### src/design/rcu_defs.svh
// constants of the redundant command uplink: widths, addresses, timing
// assumes inclusion by bare name from the package and the design files
`ifndef RCU_DEFS_SVH
`define RCU_DEFS_SVH

// ***************************************
// word layout
// ***************************************
`define RCU_WORD_W 24
`define RCU_ADDR_W 6
`define RCU_DATA_W 18
`define RCU_SER_W 48
`define RCU_HALF_W 24
`define RCU_CNT_W 6

// ***************************************
// destination addresses
// ***************************************
`define RCU_ADDR_SEQ 6'h01
`define RCU_ADDR_PWR 6'h02
`define RCU_ADDR_LCE 6'h03
`define RCU_ADDR_LINK 6'h3F

// ***************************************
// channels and link discretes
// ***************************************
`define RCU_NCH 4
`define RCU_CH_W 2
`define RCU_NDISC 8
`define RCU_DISC_IDX_W 3
`define RCU_DISC_VAL_BIT 4

// ***************************************
// timing
// ***************************************
`define RCU_CLK_MHZ 250
`define RCU_BIT_NS 400
`define RCU_BIT_CYCLES ((`RCU_BIT_NS * `RCU_CLK_MHZ) / 1000)
`define RCU_DIV_W 8

`endif

### src/design/rcu_pkg.sv
// types of the redundant command uplink
// assumes rcu_defs.svh is on the include path
package rcu_pkg;
  `include "rcu_defs.svh"

  // ***************************************
  // command word
  // ***************************************
  typedef struct packed {
    logic [`RCU_ADDR_W-1:0] addr;
    logic [`RCU_DATA_W-1:0] data;
  } rcu_cmd_t;

  typedef enum logic [0:0] {RCU_TX_IDLE, RCU_TX_SEND} rcu_tx_st_t;

  // ***************************************
  // transmitter state
  // ***************************************
  typedef struct packed {
    rcu_tx_st_t st;
    rcu_cmd_t word;
    logic [`RCU_SER_W-1:0] sr;
    logic [`RCU_CNT_W-1:0] cnt;
    logic [`RCU_DIV_W-1:0] div;
    logic [`RCU_CH_W-1:0] ch;
    logic [`RCU_NCH-1:0] line_d;
    logic [`RCU_NCH-1:0] line_s;
    logic [`RCU_NCH-1:0] line_f;
  } rcu_tx_state_t;

  // ***************************************
  // receive checker state
  // ***************************************
  typedef struct packed {
    logic [2:0] sync1;
    logic [2:0] sync2;
    logic strobe_d;
    logic frame_d;
    logic [`RCU_SER_W-1:0] sr;
    logic [`RCU_CNT_W-1:0] cnt;
    logic ok;
    logic err;
    rcu_cmd_t word;
  } rcu_rx_state_t;

  // ***************************************
  // decoder state
  // ***************************************
  typedef struct packed {
    logic seq_v;
    logic pwr_v;
    logic lce_v;
    logic [`RCU_DATA_W-1:0] data;
    logic [`RCU_NDISC-1:0] disc;
    logic rep_v;
    rcu_cmd_t rep;
    logic addr_err;
  } rcu_dec_state_t;

  // ***************************************
  // uplink state: transmitter and decoder in one register
  // ***************************************
  typedef struct packed {
    rcu_tx_state_t tx;
    rcu_dec_state_t dec;
  } rcu_up_state_t;
endpackage

### src/design/rcu_rx_check.sv
// receive checker: synchronises the cable line, rebuilds the double word
// and compares the two copies; line pins are asynchronous to clk
`timescale 1ns/10ps
`default_nettype none
`include "rcu_defs.svh"
module rcu_rx_check (
  input wire logic clk,
  input wire logic rst_b,
  input wire logic rx_data,
  input wire logic rx_strobe,
  input wire logic rx_frame,
  output logic word_ok,
  output rcu_pkg::rcu_cmd_t word,
  output logic word_err
);
  import rcu_pkg::*;

  rcu_rx_state_t s;
  rcu_rx_state_t next_s;
  logic strobe_rise;
  logic frame_fall;
  logic copies_match;

  // ***************************************
  // next state
  // ***************************************
  always_comb begin
    next_s = s;
    next_s.sync1 = {rx_data, rx_strobe, rx_frame};
    next_s.sync2 = s.sync1;
    next_s.strobe_d = s.sync2[1];
    next_s.frame_d = s.sync2[0];
    next_s.ok = 1'b0;
    next_s.err = 1'b0;
    if (strobe_rise && s.sync2[0]) begin
      next_s.sr = {s.sr[`RCU_SER_W-2:0], s.sync2[2]};
      // saturate so an overlong frame cannot wrap back to a valid count
      if (s.cnt != {`RCU_CNT_W{1'b1}}) begin
        next_s.cnt = s.cnt + 1'b1;
      end
    end
    if (frame_fall) begin
      next_s.cnt = '0;
      if (s.cnt == `RCU_CNT_W'(`RCU_SER_W) && copies_match) begin
        next_s.ok = 1'b1;
        next_s.word = s.sr[`RCU_HALF_W-1:0];
      end else begin
        next_s.err = 1'b1; // mismatch, short or overlong word dropped
      end
    end
  end

  assign strobe_rise = s.sync2[1] && !s.strobe_d;
  assign frame_fall = !s.sync2[0] && s.frame_d;
  assign copies_match =
    s.sr[`RCU_SER_W-1:`RCU_HALF_W] == s.sr[`RCU_HALF_W-1:0];

  always_ff @(posedge clk or negedge rst_b) begin
    if (!rst_b) begin
      s <= '0;
    end else begin
      s <= next_s;
    end
  end

  assign word_ok = s.ok;
  assign word_err = s.err;
  assign word = s.word;
endmodule
`default_nettype wire

### src/design/rcu_uplink.sv
// redundant command uplink: transmit terminal, receive checker, decoder
// assumes a command source on clk and cable line pins asynchronous to clk
`timescale 1ns/10ps
`default_nettype none
`include "rcu_defs.svh"

module rcu_uplink #(
  parameter int BIT_CYCLES = `RCU_BIT_CYCLES
) (
  input wire logic clk,
  input wire logic rst_b,
  input wire logic cmd_valid,
  input wire rcu_pkg::rcu_cmd_t cmd_word,
  input wire logic [`RCU_CH_W-1:0] cmd_chan,
  output logic cmd_ready,
  output logic [`RCU_NCH-1:0] tx_data,
  output logic [`RCU_NCH-1:0] tx_strobe,
  output logic [`RCU_NCH-1:0] tx_frame,
  input wire logic rx_data,
  input wire logic rx_strobe,
  input wire logic rx_frame,
  output logic seq_valid,
  output logic power_valid,
  output logic launch_valid,
  output logic [`RCU_DATA_W-1:0] dest_data,
  output logic [`RCU_NDISC-1:0] link_discrete,
  output logic report_valid,
  output rcu_pkg::rcu_cmd_t report_word,
  output logic check_error,
  output logic addr_error
);
  import rcu_pkg::*;

  localparam logic [`RCU_DIV_W-1:0] DIV_LAST = `RCU_DIV_W'(BIT_CYCLES - 1);
  localparam logic [`RCU_DIV_W-1:0] DIV_HALF = `RCU_DIV_W'(BIT_CYCLES / 2);

  rcu_up_state_t s;
  rcu_up_state_t next_s;
  rcu_tx_state_t t;
  rcu_tx_state_t next_t;
  rcu_dec_state_t d;
  rcu_dec_state_t next_d;
  logic rx_ok;
  logic rx_err;
  rcu_cmd_t rx_word;

  // named views of the two halves of the state
  assign t = s.tx;
  assign d = s.dec;

  // one-hot lane mask for a channel number
  function automatic logic [`RCU_NCH-1:0] lane(
    input logic [`RCU_CH_W-1:0] ch
  );
    lane = `RCU_NCH'(1) << ch;
  endfunction

  // ***************************************
  // transmit terminal
  // ***************************************
  // data changes at bit start, strobe rises mid bit so the far end
  // samples a settled level; frame brackets all 48 bits
  always_comb begin
    next_t = t;
    case (t.st)
      RCU_TX_IDLE: begin
        if (cmd_valid) begin
          next_t.word = cmd_word;
          next_t.sr = {cmd_word, cmd_word};
          next_t.ch = cmd_chan;
          next_t.cnt = '0;
          next_t.div = '0;
          next_t.line_f = lane(cmd_chan);
          next_t.line_d = cmd_word[`RCU_WORD_W-1] ? lane(cmd_chan) : '0;
          next_t.line_s = '0;
          next_t.st = RCU_TX_SEND;
        end
      end
      RCU_TX_SEND: begin
        next_t.div = t.div + 1'b1;
        if (t.div == DIV_HALF) begin
          next_t.line_s = lane(t.ch);
        end
        if (t.div == DIV_LAST) begin
          next_t.div = '0;
          next_t.line_s = '0;
          next_t.sr = {t.sr[`RCU_SER_W-2:0], 1'b0};
          next_t.cnt = t.cnt + 1'b1;
          next_t.line_d = t.sr[`RCU_SER_W-2] ? lane(t.ch) : '0;
          if (t.cnt == `RCU_CNT_W'(`RCU_SER_W - 1)) begin
            next_t.line_f = '0;
            next_t.line_d = '0;
            next_t.st = RCU_TX_IDLE;
          end
        end
      end
      default: begin
        next_t.st = RCU_TX_IDLE;
      end
    endcase
    // decoder: only words that passed the copy compare reach this point,
    // so a corrupted address can never select a group
    next_d = d;
    next_d.seq_v = 1'b0;
    next_d.pwr_v = 1'b0;
    next_d.lce_v = 1'b0;
    next_d.rep_v = 1'b0;
    next_d.addr_err = 1'b0;
    if (rx_ok) begin
      next_d.data = rx_word.data; // address/data split
      next_d.rep = rx_word;
      next_d.rep_v = 1'b1;
      case (rx_word.addr)
        `RCU_ADDR_SEQ: begin
          next_d.seq_v = 1'b1;
        end
        `RCU_ADDR_PWR: begin
          next_d.pwr_v = 1'b1;
        end
        `RCU_ADDR_LCE: begin
          next_d.lce_v = 1'b1;
        end
        `RCU_ADDR_LINK: begin
          next_d.disc[rx_word.data[`RCU_DISC_IDX_W-1:0]] =
            rx_word.data[`RCU_DISC_VAL_BIT];
        end
        default: begin
          next_d.rep_v = 1'b0; // nothing executed, nothing reported
          next_d.addr_err = 1'b1;
        end
      endcase
    end
    next_s.tx = next_t;
    next_s.dec = next_d;
  end

  // one register for transmitter and decoder state, so the two halves never skew
  always_ff @(posedge clk or negedge rst_b) begin
    if (!rst_b) begin
      s <= '0;
    end else begin
      s <= next_s;
    end
  end

  // ready is combinational so a word is taken in the cycle it is offered
  assign cmd_ready = (t.st == RCU_TX_IDLE);
  assign tx_data = t.line_d;
  assign tx_strobe = t.line_s;
  assign tx_frame = t.line_f;

  // ***************************************
  // receive terminal
  // ***************************************
  rcu_rx_check u_rx (
    .clk(clk),
    .rst_b(rst_b),
    .rx_data(rx_data),
    .rx_strobe(rx_strobe),
    .rx_frame(rx_frame),
    .word_ok(rx_ok),
    .word(rx_word),
    .word_err(rx_err)
  );

  // ***************************************
  // command decoder
  // ***************************************
  // decoder outputs come straight from the state register; check_error comes from the receive checker's register

  assign seq_valid = d.seq_v;
  assign power_valid = d.pwr_v;
  assign launch_valid = d.lce_v;
  assign dest_data = d.data;
  assign link_discrete = d.disc;
  assign report_valid = d.rep_v;
  assign report_word = d.rep;
  assign check_error = rx_err;
  assign addr_error = d.addr_err;
endmodule
`default_nettype wire

### config.mk
export PLATFORM = sky130hd
export DESIGN_NAME = rcu_uplink
export DESIGN_NICKNAME = d
export VERILOG_FILES = /design/src/design/rcu_pkg.sv /design/src/design/rcu_rx_check.sv /design/src/design/rcu_uplink.sv
export VERILOG_INCLUDE_DIRS = /design/src /design/src/design
export SDC_FILE = /design/constraint.sdc
export NUM_CORES = 1
export LEC_CHECK = 0
export ABC_AREA = 1
export ABC_CLOCK_PERIOD_IN_PS = 4900
export BUFFER_PORTS_ARGS = -buffer_cell sky130_fd_sc_hd__buf_2
export CORE_ASPECT_RATIO = 0.6
export CORE_MARGIN = 2
export CORE_UTILIZATION = 58
export CTS_CLUSTER_SIZE = 25
export DETAILED_ROUTE_END_ITERATION = 10
export GPL_TIMING_DRIVEN = 0
export PLACE_DENSITY = 0.81
export SYNTH_ARGS = -nofsm -noshare
export SYNTH_HDL_FRONTEND = slang
export SYNTH_SLANG_ARGS = --single-unit
export TNS_END_PERCENT = 5
### constraint.sdc
create_clock -name clk -period 4.9 [get_ports clk]
set_clock_uncertainty 0.2 [all_clocks]
set_input_delay 0.49 -clock clk [delete_from_list [all_inputs] [get_ports clk]]
set_output_delay 0.49 -clock clk [all_outputs]
set_load 0.01 [all_outputs]
## Word-level counts from Yosys, hierarchy flattened

Index checks and enable logic that the tools add are counted.

- Register bits after elaboration: 225
- Input port bits: 32
- Output and inout port bits: 69
- Logic and storage cells: 96

- $add $sub $neg: 3
- $lt $le $gt $ge: 2
- Equality and inequality tests: 14
- Shift-type cells: 2
- Mux-type cells: 29
- Bitwise gates (word level): 1
- Reduce and logical (&&, ||, !) cells: 17

Operators with widths:

| operator | number |
|---|---|
| $pmux 61 s2 | 1 |
| $mux 101 | 1 |
| $mux 61 | 1 |
| $mux 55 | 1 |
| $mux 32 | 1 |
| $eq 24x24->1 | 1 |
| $mux 24 | 1 |
| $pmux 12 s2 | 1 |
| $mux 4 | 5 |
| $eq 6x6->1 const B | 3 |
| $add 6x1->6 const B | 2 |
| $eq 6x2->1 const B | 2 |
| $mux 12 | 1 |
| $mux 6 | 2 |
| $reduce_and 2->1 | 6 |
| $mux 1 | 10 |
| $add 8x1->8 const B | 1 |
| $bwmux 8 | 1 |
| $eq 8x6->1 const B | 1 |
| $eq 8x7->1 const B | 1 |
| $mux 8 | 1 |
| $shl 1x2->4 const A | 2 |
| $eq 6x1->1 const B | 1 |
| $ne 6x6->1 const B | 1 |
| 13 further kinds | 20 |

## Depth between registers and ports, before layout

Gate-level depths: netlist of run 1.

- Word-level depth: 7
- Mapped depth: 12
- Gate-level depth less buffers: 11

## Modules after synthesis

Synthesis of run 1 repeated with hierarchy kept, for this count alone.

- Cells, all modules: 1,136
- Area total of the unflattened synthesis: 9,499.1 µm²

By module, submodules not included:

| module | instances | cells each | area each (µm²) | sequential area each (µm²) |
|---|---|---|---|---|
| rcu_uplink | 1 | 667 | 5,561.6 | 2,827.7 |
| rcu_rx_check | 1 | 469 | 3,937.5 | 2,202.1 |

## Worst setup path before layout of run 1

Ideal clock, no wire load.

- Path kind: reg-to-reg
- From: register u_rx.s[26] in the netlist's numbering
- To: register u_rx.s, in the netlist u_rx.word[0]
- Setup time: 117 ps
- Data arrival time: 1,418 ps
- Data required time: 4,583 ps
- Slack: 3,166 ps
- Stages on the path, launching flop included: 13
- Buffers on the path: 1
- Period minus slack after synthesis: 1,734 ps
- Cells stage by stage: dfrtp_1 inv_1 ha_1 nand2_1 nor2_1 nand2_1 nor2_2 nand2_1 nor2_2 nand3_2 buf_6 nand2_1 nand2_1

- Word-level cells in the longest chain between the ends: 3

RTL lines:

| what | RTL line | RTL |
|---|---|---|
| start: declaration | rcu_rx_check.sv:18 | `rcu_rx_state_t s;` |
| start signal: assignment | rcu_rx_check.sv:62 | `s <= next_s;` |
| $eq 6x6->1 | rcu_rx_check.sv:44 | `` if (s.cnt == `RCU_CNT_W'(`RCU_SER_W) && copies_match) begin `` |
| $logic_and 1x1->1 | rcu_rx_check.sv:44 |  |
| $reduce_and 2->1 (no source line) | -- |  |

Every way passes these cells.
A chain may end at the register's enable or synchronous reset.

## Worst setup path after layout of run 1

- From: register u_rx.s, in the netlist u_rx.next_s[80]
- To: register u_rx.s[59] in the netlist's numbering

- Word-level cells in the longest chain between the ends: 1

RTL lines:

| what | RTL line | RTL |
|---|---|---|
| $logic_and 1x1->1 | rcu_rx_check.sv:35 | `if (strobe_rise && s.sync2[0]) begin` |

Every way passes these cells.

==> flow_metrics.env, run 1 <==
export IMPL_synth_most_common_cell="nand2_1"
export IMPL_critPathKind="register to register"
export IMPL_viasPerCell=5.27
export IMPL_regToRegEndpoint="u_rx.s[59]"
export IMPL_worst_slack_ps=2780
export IMPL_max_freq_mhz=472
export IMPL_nets=1220
export IMPL_fin_crit_sh=0.432
export IMPL_grt_pass1_vias=6877
export IMPL_pin_count=101
export IMPL_whs_ps=42.2
export IMPL_die_area_um2=16600
export IMPL_worst_pin_slew_ps=606
export IMPL_peakVddDrop_v=0.000378
export IMPL_required_ps=5040
export IMPL_finalCriticalPeriod_ps=2120
export IMPL_yosys_warnings=0
export IMPL_multi_input_area_um2=3040
export IMPL_drive_gt1_frac=0.198
export IMPL_die_h_um=101
export IMPL_place_area_um2=9820
export IMPL_syn_nets=1093
export IMPL_grt_use_total=0.266
export IMPL_syn_mean_instance_area_um2=8.55
export IMPL_hold_end="s[87]"
export IMPL_yosysTopAreaCell="dfrtp_1"
export IMPL_yosys_top_cells_count="nand2_1 (382), dfrtp_1 (201), nand3_1 (99), o21ai_0 (74), inv_1 (72)"
export IMPL_hp_start="cmd_word[4]"
export IMPL_finalHoldViolations=0
export IMPL_reg2reg_depth=6
export IMPL_r2r_slack_ps=2780
export IMPL_synthArstFlopShare=1.00
export IMPL_grt_max_degree=125
export IMPL_hp_class="input port to register"
export IMPL_synthDistinctLibCells=37
export IMPL_io_buffers=100
export IMPL_yosys_area_top_type_share=0.557
export IMPL_synth_area_leaders="dfrtp_1 (56%), nand2_1 (16%), nand3_1 (5.5%)"
export IMPL_fillers=1198
export IMPL_clk_latency_ps=490
export IMPL_syn_area_um2=9020
export IMPL_hpwl_um=14600
export IMPL_drt_iter0_drc=879
export IMPL_rsz0062_at_grt="no"
export IMPL_power_total_mw=3.49
export IMPL_vias=7373
export IMPL_r2r_start="u_rx.next_s[80]"
export IMPL_cts_tree="yes"
export IMPL_p_per_area_nw_per_um2=332
export IMPL_drv_slew=0
export IMPL_max_cap_viol_count=0
export IMPL_cts_sinks=201
export IMPL_routed_wl_um=21100
export IMPL_drt_first_pass_iters=6
export IMPL_synth_edf_count=0
export IMPL_setup_worst_path_start_class="register"
export IMPL_pre_cts_slack_ps=2790
export IMPL_hold_depth=3
export IMPL_row_count=35
export IMPL_synth_seq_cells=201
export IMPL_ys_flop_type="dfrtp_1"
export IMPL_grt_ovfl_total=0
export IMPL_start_util=0.591
export IMPL_setup_viol_count_final=0
export IMPL_end_kind="register"
export IMPL_cts_inserted_buffers=20
export IMPL_final_cell_area_um2=10500
export IMPL_syn_inst=1056
export IMPL_clkSlewWorstSetupHoldPaths_ps=60
export IMPL_routabilityCongestion=0.912
export IMPL_status="finished clean"
export IMPL_cp_arrival_ps=2260
export IMPL_antenna_left=0
export IMPL_grt_pass1_wl_um=34800
export IMPL_coreArea_um2=15300
export IMPL_fp_dieW_um=165
export IMPL_cp_max_fo=10
export IMPL_htreeDepth=1
export IMPL_root_buffer="clkbuf_16"
export IMPL_antenna_found_initial=0
export IMPL_wl_per_cell_um=15.1
export IMPL_drcViolationCount=0
export IMPL_slew_headroom=0.596
export IMPL_synthToLayoutAreaGrowth_pct=16.8
export IMPL_antenna_cells=0
export IMPL_seq_area_um2=5030
export IMPL_clockBufferDepth=3
export IMPL_yosysSeqAreaShare=0.557
export IMPL_power_leakage_nw=5.52
placed cells by master (no fill, tap or decap), types with 2 or more instances in the layout:
cell and instances:
buf_4 63, buf_1 2, o211ai_1 6, ha_1 5, inv_2 6, dlygate4sd3_1 4, nor2_2 10, nor2_1 48
o22ai_1 3, nand3_2 2, nand2_1 382, bufinv_16 2, nand3_1 99, xor2_1 2, a21oi_1 11, xnor2_1 10
buf_2 111, o21ai_1 4, clkbuf_8 3, clkinv_2 3, nand4_1 4, clkbuf_16 21, clkbuf_1 17, clkinv_1 2
nand2_2 2, buf_6 5, nor3_1 5, inv_1 72, dfrtp_1 201, o21ai_0 74
per-layer routing:
layer,GRT usage,wire (um),up-vias
li1,-,-,3542
met1,0.437,10500,3524
met2,0.371,8610,279
met3,0.0444,1740,28
met4,0.0528,259,0
met5,0,0,-
state kept, by name, summed over array words and instances, names as in the netlist, 4 cells and up, named ones only:
| name | flops |
|---|---|
| report_word | 24 |
| tx_frame | 4 |
| u_rx.next_s | 5 |
| s | 64 |
| tx_strobe | 4 |
| tx_data | 4 |
| u_rx.word | 24 |
| u_rx.s | 57 |
critical path, stage by stage (launching register included):
cell      delay [ps]
dfrtp_1          400
nand2_1           80
nor2_2            60
inv_1            100
clkbuf_1         450
clkbuf_1         500
o21ai_0          170
cells by family (layout without fill, tap and decap cells):
family          count (synthesis)  count (layout)  share of synthesized area
fa+ha+maj                       5               5                    0.00693
buf+inv                       177             317                      0.106
compound gates                104             104                     0.0621
simple gates                  557             557                      0.256
xor+xnor                       12              12                     0.0116
flops                         201             201                      0.557
through the flow:
step	utilization	std cells	setup TNS (ps)
2_1_floorplan	-	1056	0
3_3_place_gp	0.640	1359	-20380
3_5_place_dp	0.642	1360	0
4_1_cts	0.689	1399	0
5_1_grt	0.689	1399	0
6_report	0.689	1399	0
where the power goes:
| group | total, mW | switching (mW) | internal (mW) |
|---|---|---|---|
| registers | 1.73 | 0.0373 | 1.69 |
| clock network | 1.58 | 0.642 | 0.939 |
| logic | 0.188 | 0.127 | 0.0616 |
cell type report:
type | count | area share
Buffer | 96 | 0.0616
Clock buffer | 27 | 0.0549
Clock inverter | 8 | 0.00974
Inverter | 81 | 0.0291
Multi-Input combinational cell | 678 | 0.288
Sequential cell | 201 | 0.477
Tap cell | 203 | 0.0241
Timing Repair Buffer | 105 | 0.0549
worst max path at each step:
stage / start / end / slack [ps] / cells after the start
2_1_floorplan: u_rx.s[26] / u_rx.word[0] / 3170 / 12
4_1_cts: u_rx.next_s[80] / u_rx.s[59] / 2780 / 6
5_1_grt: u_rx.next_s[80] / u_rx.s[59] / 2610 / 6
6_report: u_rx.next_s[80] / u_rx.s[59] / 2780 / 6
3_5_place_dp: u_rx.next_s[80] / u_rx.s[59] / 2790 / 6
3_3_place_gp: rst_b / launch_valid / -130 / 1
what timing repair did:
item | CTS | global route
buffers inserted | 0 | 0
resized for setup | 0 | 0
hold buffers | 4 | 0
endpoints found under the hold margin | 80 | 0
Note: power is estimated with default switching activity, not from simulation.
==> run 2: changes to the inputs <==
ABC_CLOCK_PERIOD_IN_PS = 1700   (was 4900)
CORE_UTILIZATION = 53   (was 58)
PLACE_DENSITY = 0.78   (was 0.81)
clock period = 1.7 ns   (was 4.9 ns; I/O delays follow)
==> run 2 against run 1 <==
The flow now finishes with violations (setup timing). Fmax grew 6.2%. Final area grew 5.5%. Register-to-register slack lost 3100 ps. Largest power group unchanged. Via count grew 3.0%. Clock power grew to 2.8 times the previous value. Hold slack lost 5.7 ps. Worst setup slack lost 3100 ps. Die area grew 9.1%. Core utilization shrank 1.4 points. Combinational power grew to 3.5 times the previous value.
==> flow_metrics.env, run 2 (synthesis gave the netlist of run 1 again) <==
export IMPL_fin_crit_sh=1.17
export IMPL_wl_per_cell_um=15.3
export IMPL_routed_wl_um=22400
export IMPL_clockBufferDepth=3
export IMPL_antenna_cells=0
export IMPL_critPathKind="register to register"
export IMPL_nets=1262
export IMPL_max_cap_viol_count=0
export IMPL_start_util=0.549
export IMPL_drive_gt1_frac=0.232
export IMPL_cp_max_fo=10
export IMPL_slew_headroom=0.587
export IMPL_antenna_found_initial=0
export IMPL_cts_sinks=201
export IMPL_cp_arrival_ps=2170
export IMPL_end_kind="register"
export IMPL_synthToLayoutAreaGrowth_pct=23.1
export IMPL_setup_worst_path_start_class="register"
export IMPL_required_ps=1880
export IMPL_drcViolationCount=0
export IMPL_row_count=36
export IMPL_violations="setup timing"
export IMPL_final_cell_area_um2=11100
export IMPL_viasPerCell=5.18
export IMPL_grt_pass1_vias=7182
export IMPL_p_per_area_nw_per_um2=898
export IMPL_final_common_cell="nand2_1"
export IMPL_vias=7593
export IMPL_fp_dieW_um=172
export IMPL_coreArea_um2=16400
export IMPL_worst_pin_slew_ps=619
export IMPL_grt_ovfl_total=0
export IMPL_max_freq_mhz=502
export IMPL_grt_max_degree=128
export IMPL_die_area_um2=18100
export IMPL_htreeDepth=1
export IMPL_clkSlewWorstSetupHoldPaths_ps=70
export IMPL_drt_first_pass_iters=5
export IMPL_largest_register="s"
export IMPL_peakVddDrop_v=0.000792
export IMPL_io_buffers=100
export IMPL_antenna_left=0
export IMPL_root_buffer="clkbuf_16"
export IMPL_reg_top3="s: 64 flops, u_rx.s: 57 flops"
export IMPL_grt_pass1_wl_um=36600
export IMPL_place_area_um2=9850
export IMPL_hpwl_um=14800
export IMPL_setup_viol_count_final=47
export IMPL_finalCriticalPeriod_ps=1990
export IMPL_drt_iter0_drc=874
export IMPL_fillers=1269
export IMPL_reg2reg_depth=12
export IMPL_finalHoldViolations=0
export IMPL_cts_inserted_buffers=19
export IMPL_fin_cells=1466
export IMPL_grt_use_total=0.255
export IMPL_rsz0062_at_grt="yes"
export IMPL_die_h_um=105
export IMPL_hp_class="input port to async pin"
export IMPL_final_cell_mix="nand2_1 (378), dfrtp_1 (198), buf_2 (106)"
export IMPL_dp_cells=1385
export IMPL_drv_slew=0
export IMPL_routabilityCongestion=0.897
export IMPL_largest_reg_flops=64
export IMPL_cts_tree="yes"
export IMPL_power_leakage_nw=5.73
export IMPL_pin_count=101
export IMPL_worst_slack_ps=-293
export IMPL_clk_latency_ps=490
export IMPL_status="complete, but fails checks"
export IMPL_power_total_mw=9.98
export IMPL_pre_cts_slack_ps=-327
run 2: cell count changes in the layout (fill, tap and decap cells not counted), sizes merged:
cell	change
dlygate4sd3	+27
buf	+16
clkbuf	-2
clkinv	-2
clkinvlp	+2
bufinv	+1
run 2: layout make-up:
class                           instances  area [um^2]  area share
Inverter                               81          313      0.0282
Sequential cell                       201         5030       0.453
Timing Repair Buffer                  148          993      0.0894
Buffer                                 96          709      0.0638
Clock buffer                           25          498      0.0448
Tap cell                              228          285      0.0257
Multi-Input combinational cell        678         3150       0.283
Clock inverter                          9          131      0.0118
run 2: critical path, stage by stage, from the launching register on:
cell and delay (ps):
dfrtp_1 400, inv_1 80, ha_2 180, nand2_1 70
nor2_1 130, nand2_1 80, nor2_2 110, nand2_1 80
nor2_2 150, nand3_4 130, buf_6 170, nand2_1 60
nand2_1 40
run 2: layer usage:
layer,global-route usage,vias up,part of all wire
met5,0,-,0
met4,0.0528,0,0.015
met3,0.0636,41,0.093
met2,0.343,336,0.40
met1,0.411,3598,0.49
li1,-,3618,-
run 2: timing repair:
action                                  in CTS  in global routing
resized for setup                           43                 29
pin swaps                                    6                  5
hold buffers                                31                  0
cloned                                       2                  0
endpoints found under the setup margin     128                139
setup buffers                               12                  2
endpoints found under the hold margin      143                  0
run 2: report_power, final:
group / total [mW] / switching, mW / internal [mW]
registers: 4.97 / 0.109 / 4.86
clock network: 4.35 / 1.81 / 2.54
logic: 0.663 / 0.414 / 0.249
total: 9.98 / 2.33 / 7.65
run 2: final timing paths:
kind | start | endpoint | slack (ps)
worst min-delay path | rst_b | s[114] | 40
worst min register to register | u_rx.next_s[84] | u_rx.s[84] | 150
max in group asynchronous | rst_b | s[69] | 260
worst max register to register | u_rx.s[26] | u_rx.word[10] | -290
min in group clk | rx_frame | u_rx.next_s[82] | 120
worst max-delay path | u_rx.s[26] | u_rx.word[10] | -290
run 2: through the flow:
| step | hold WS [ps] | setup TNS, ps | util |
|---|---|---|---|
| finish | 36.5 | -8150 | 0.676 |
| global route | 94.2 | -16200 | 0.676 |
| CTS | 59.9 | -7240 | 0.671 |
| detailed placement | -19.9 | -27280 | 0.599 |
| global placement | 79.5 | -625040 | 0.597 |
| floorplan | -326 | -373 | - |
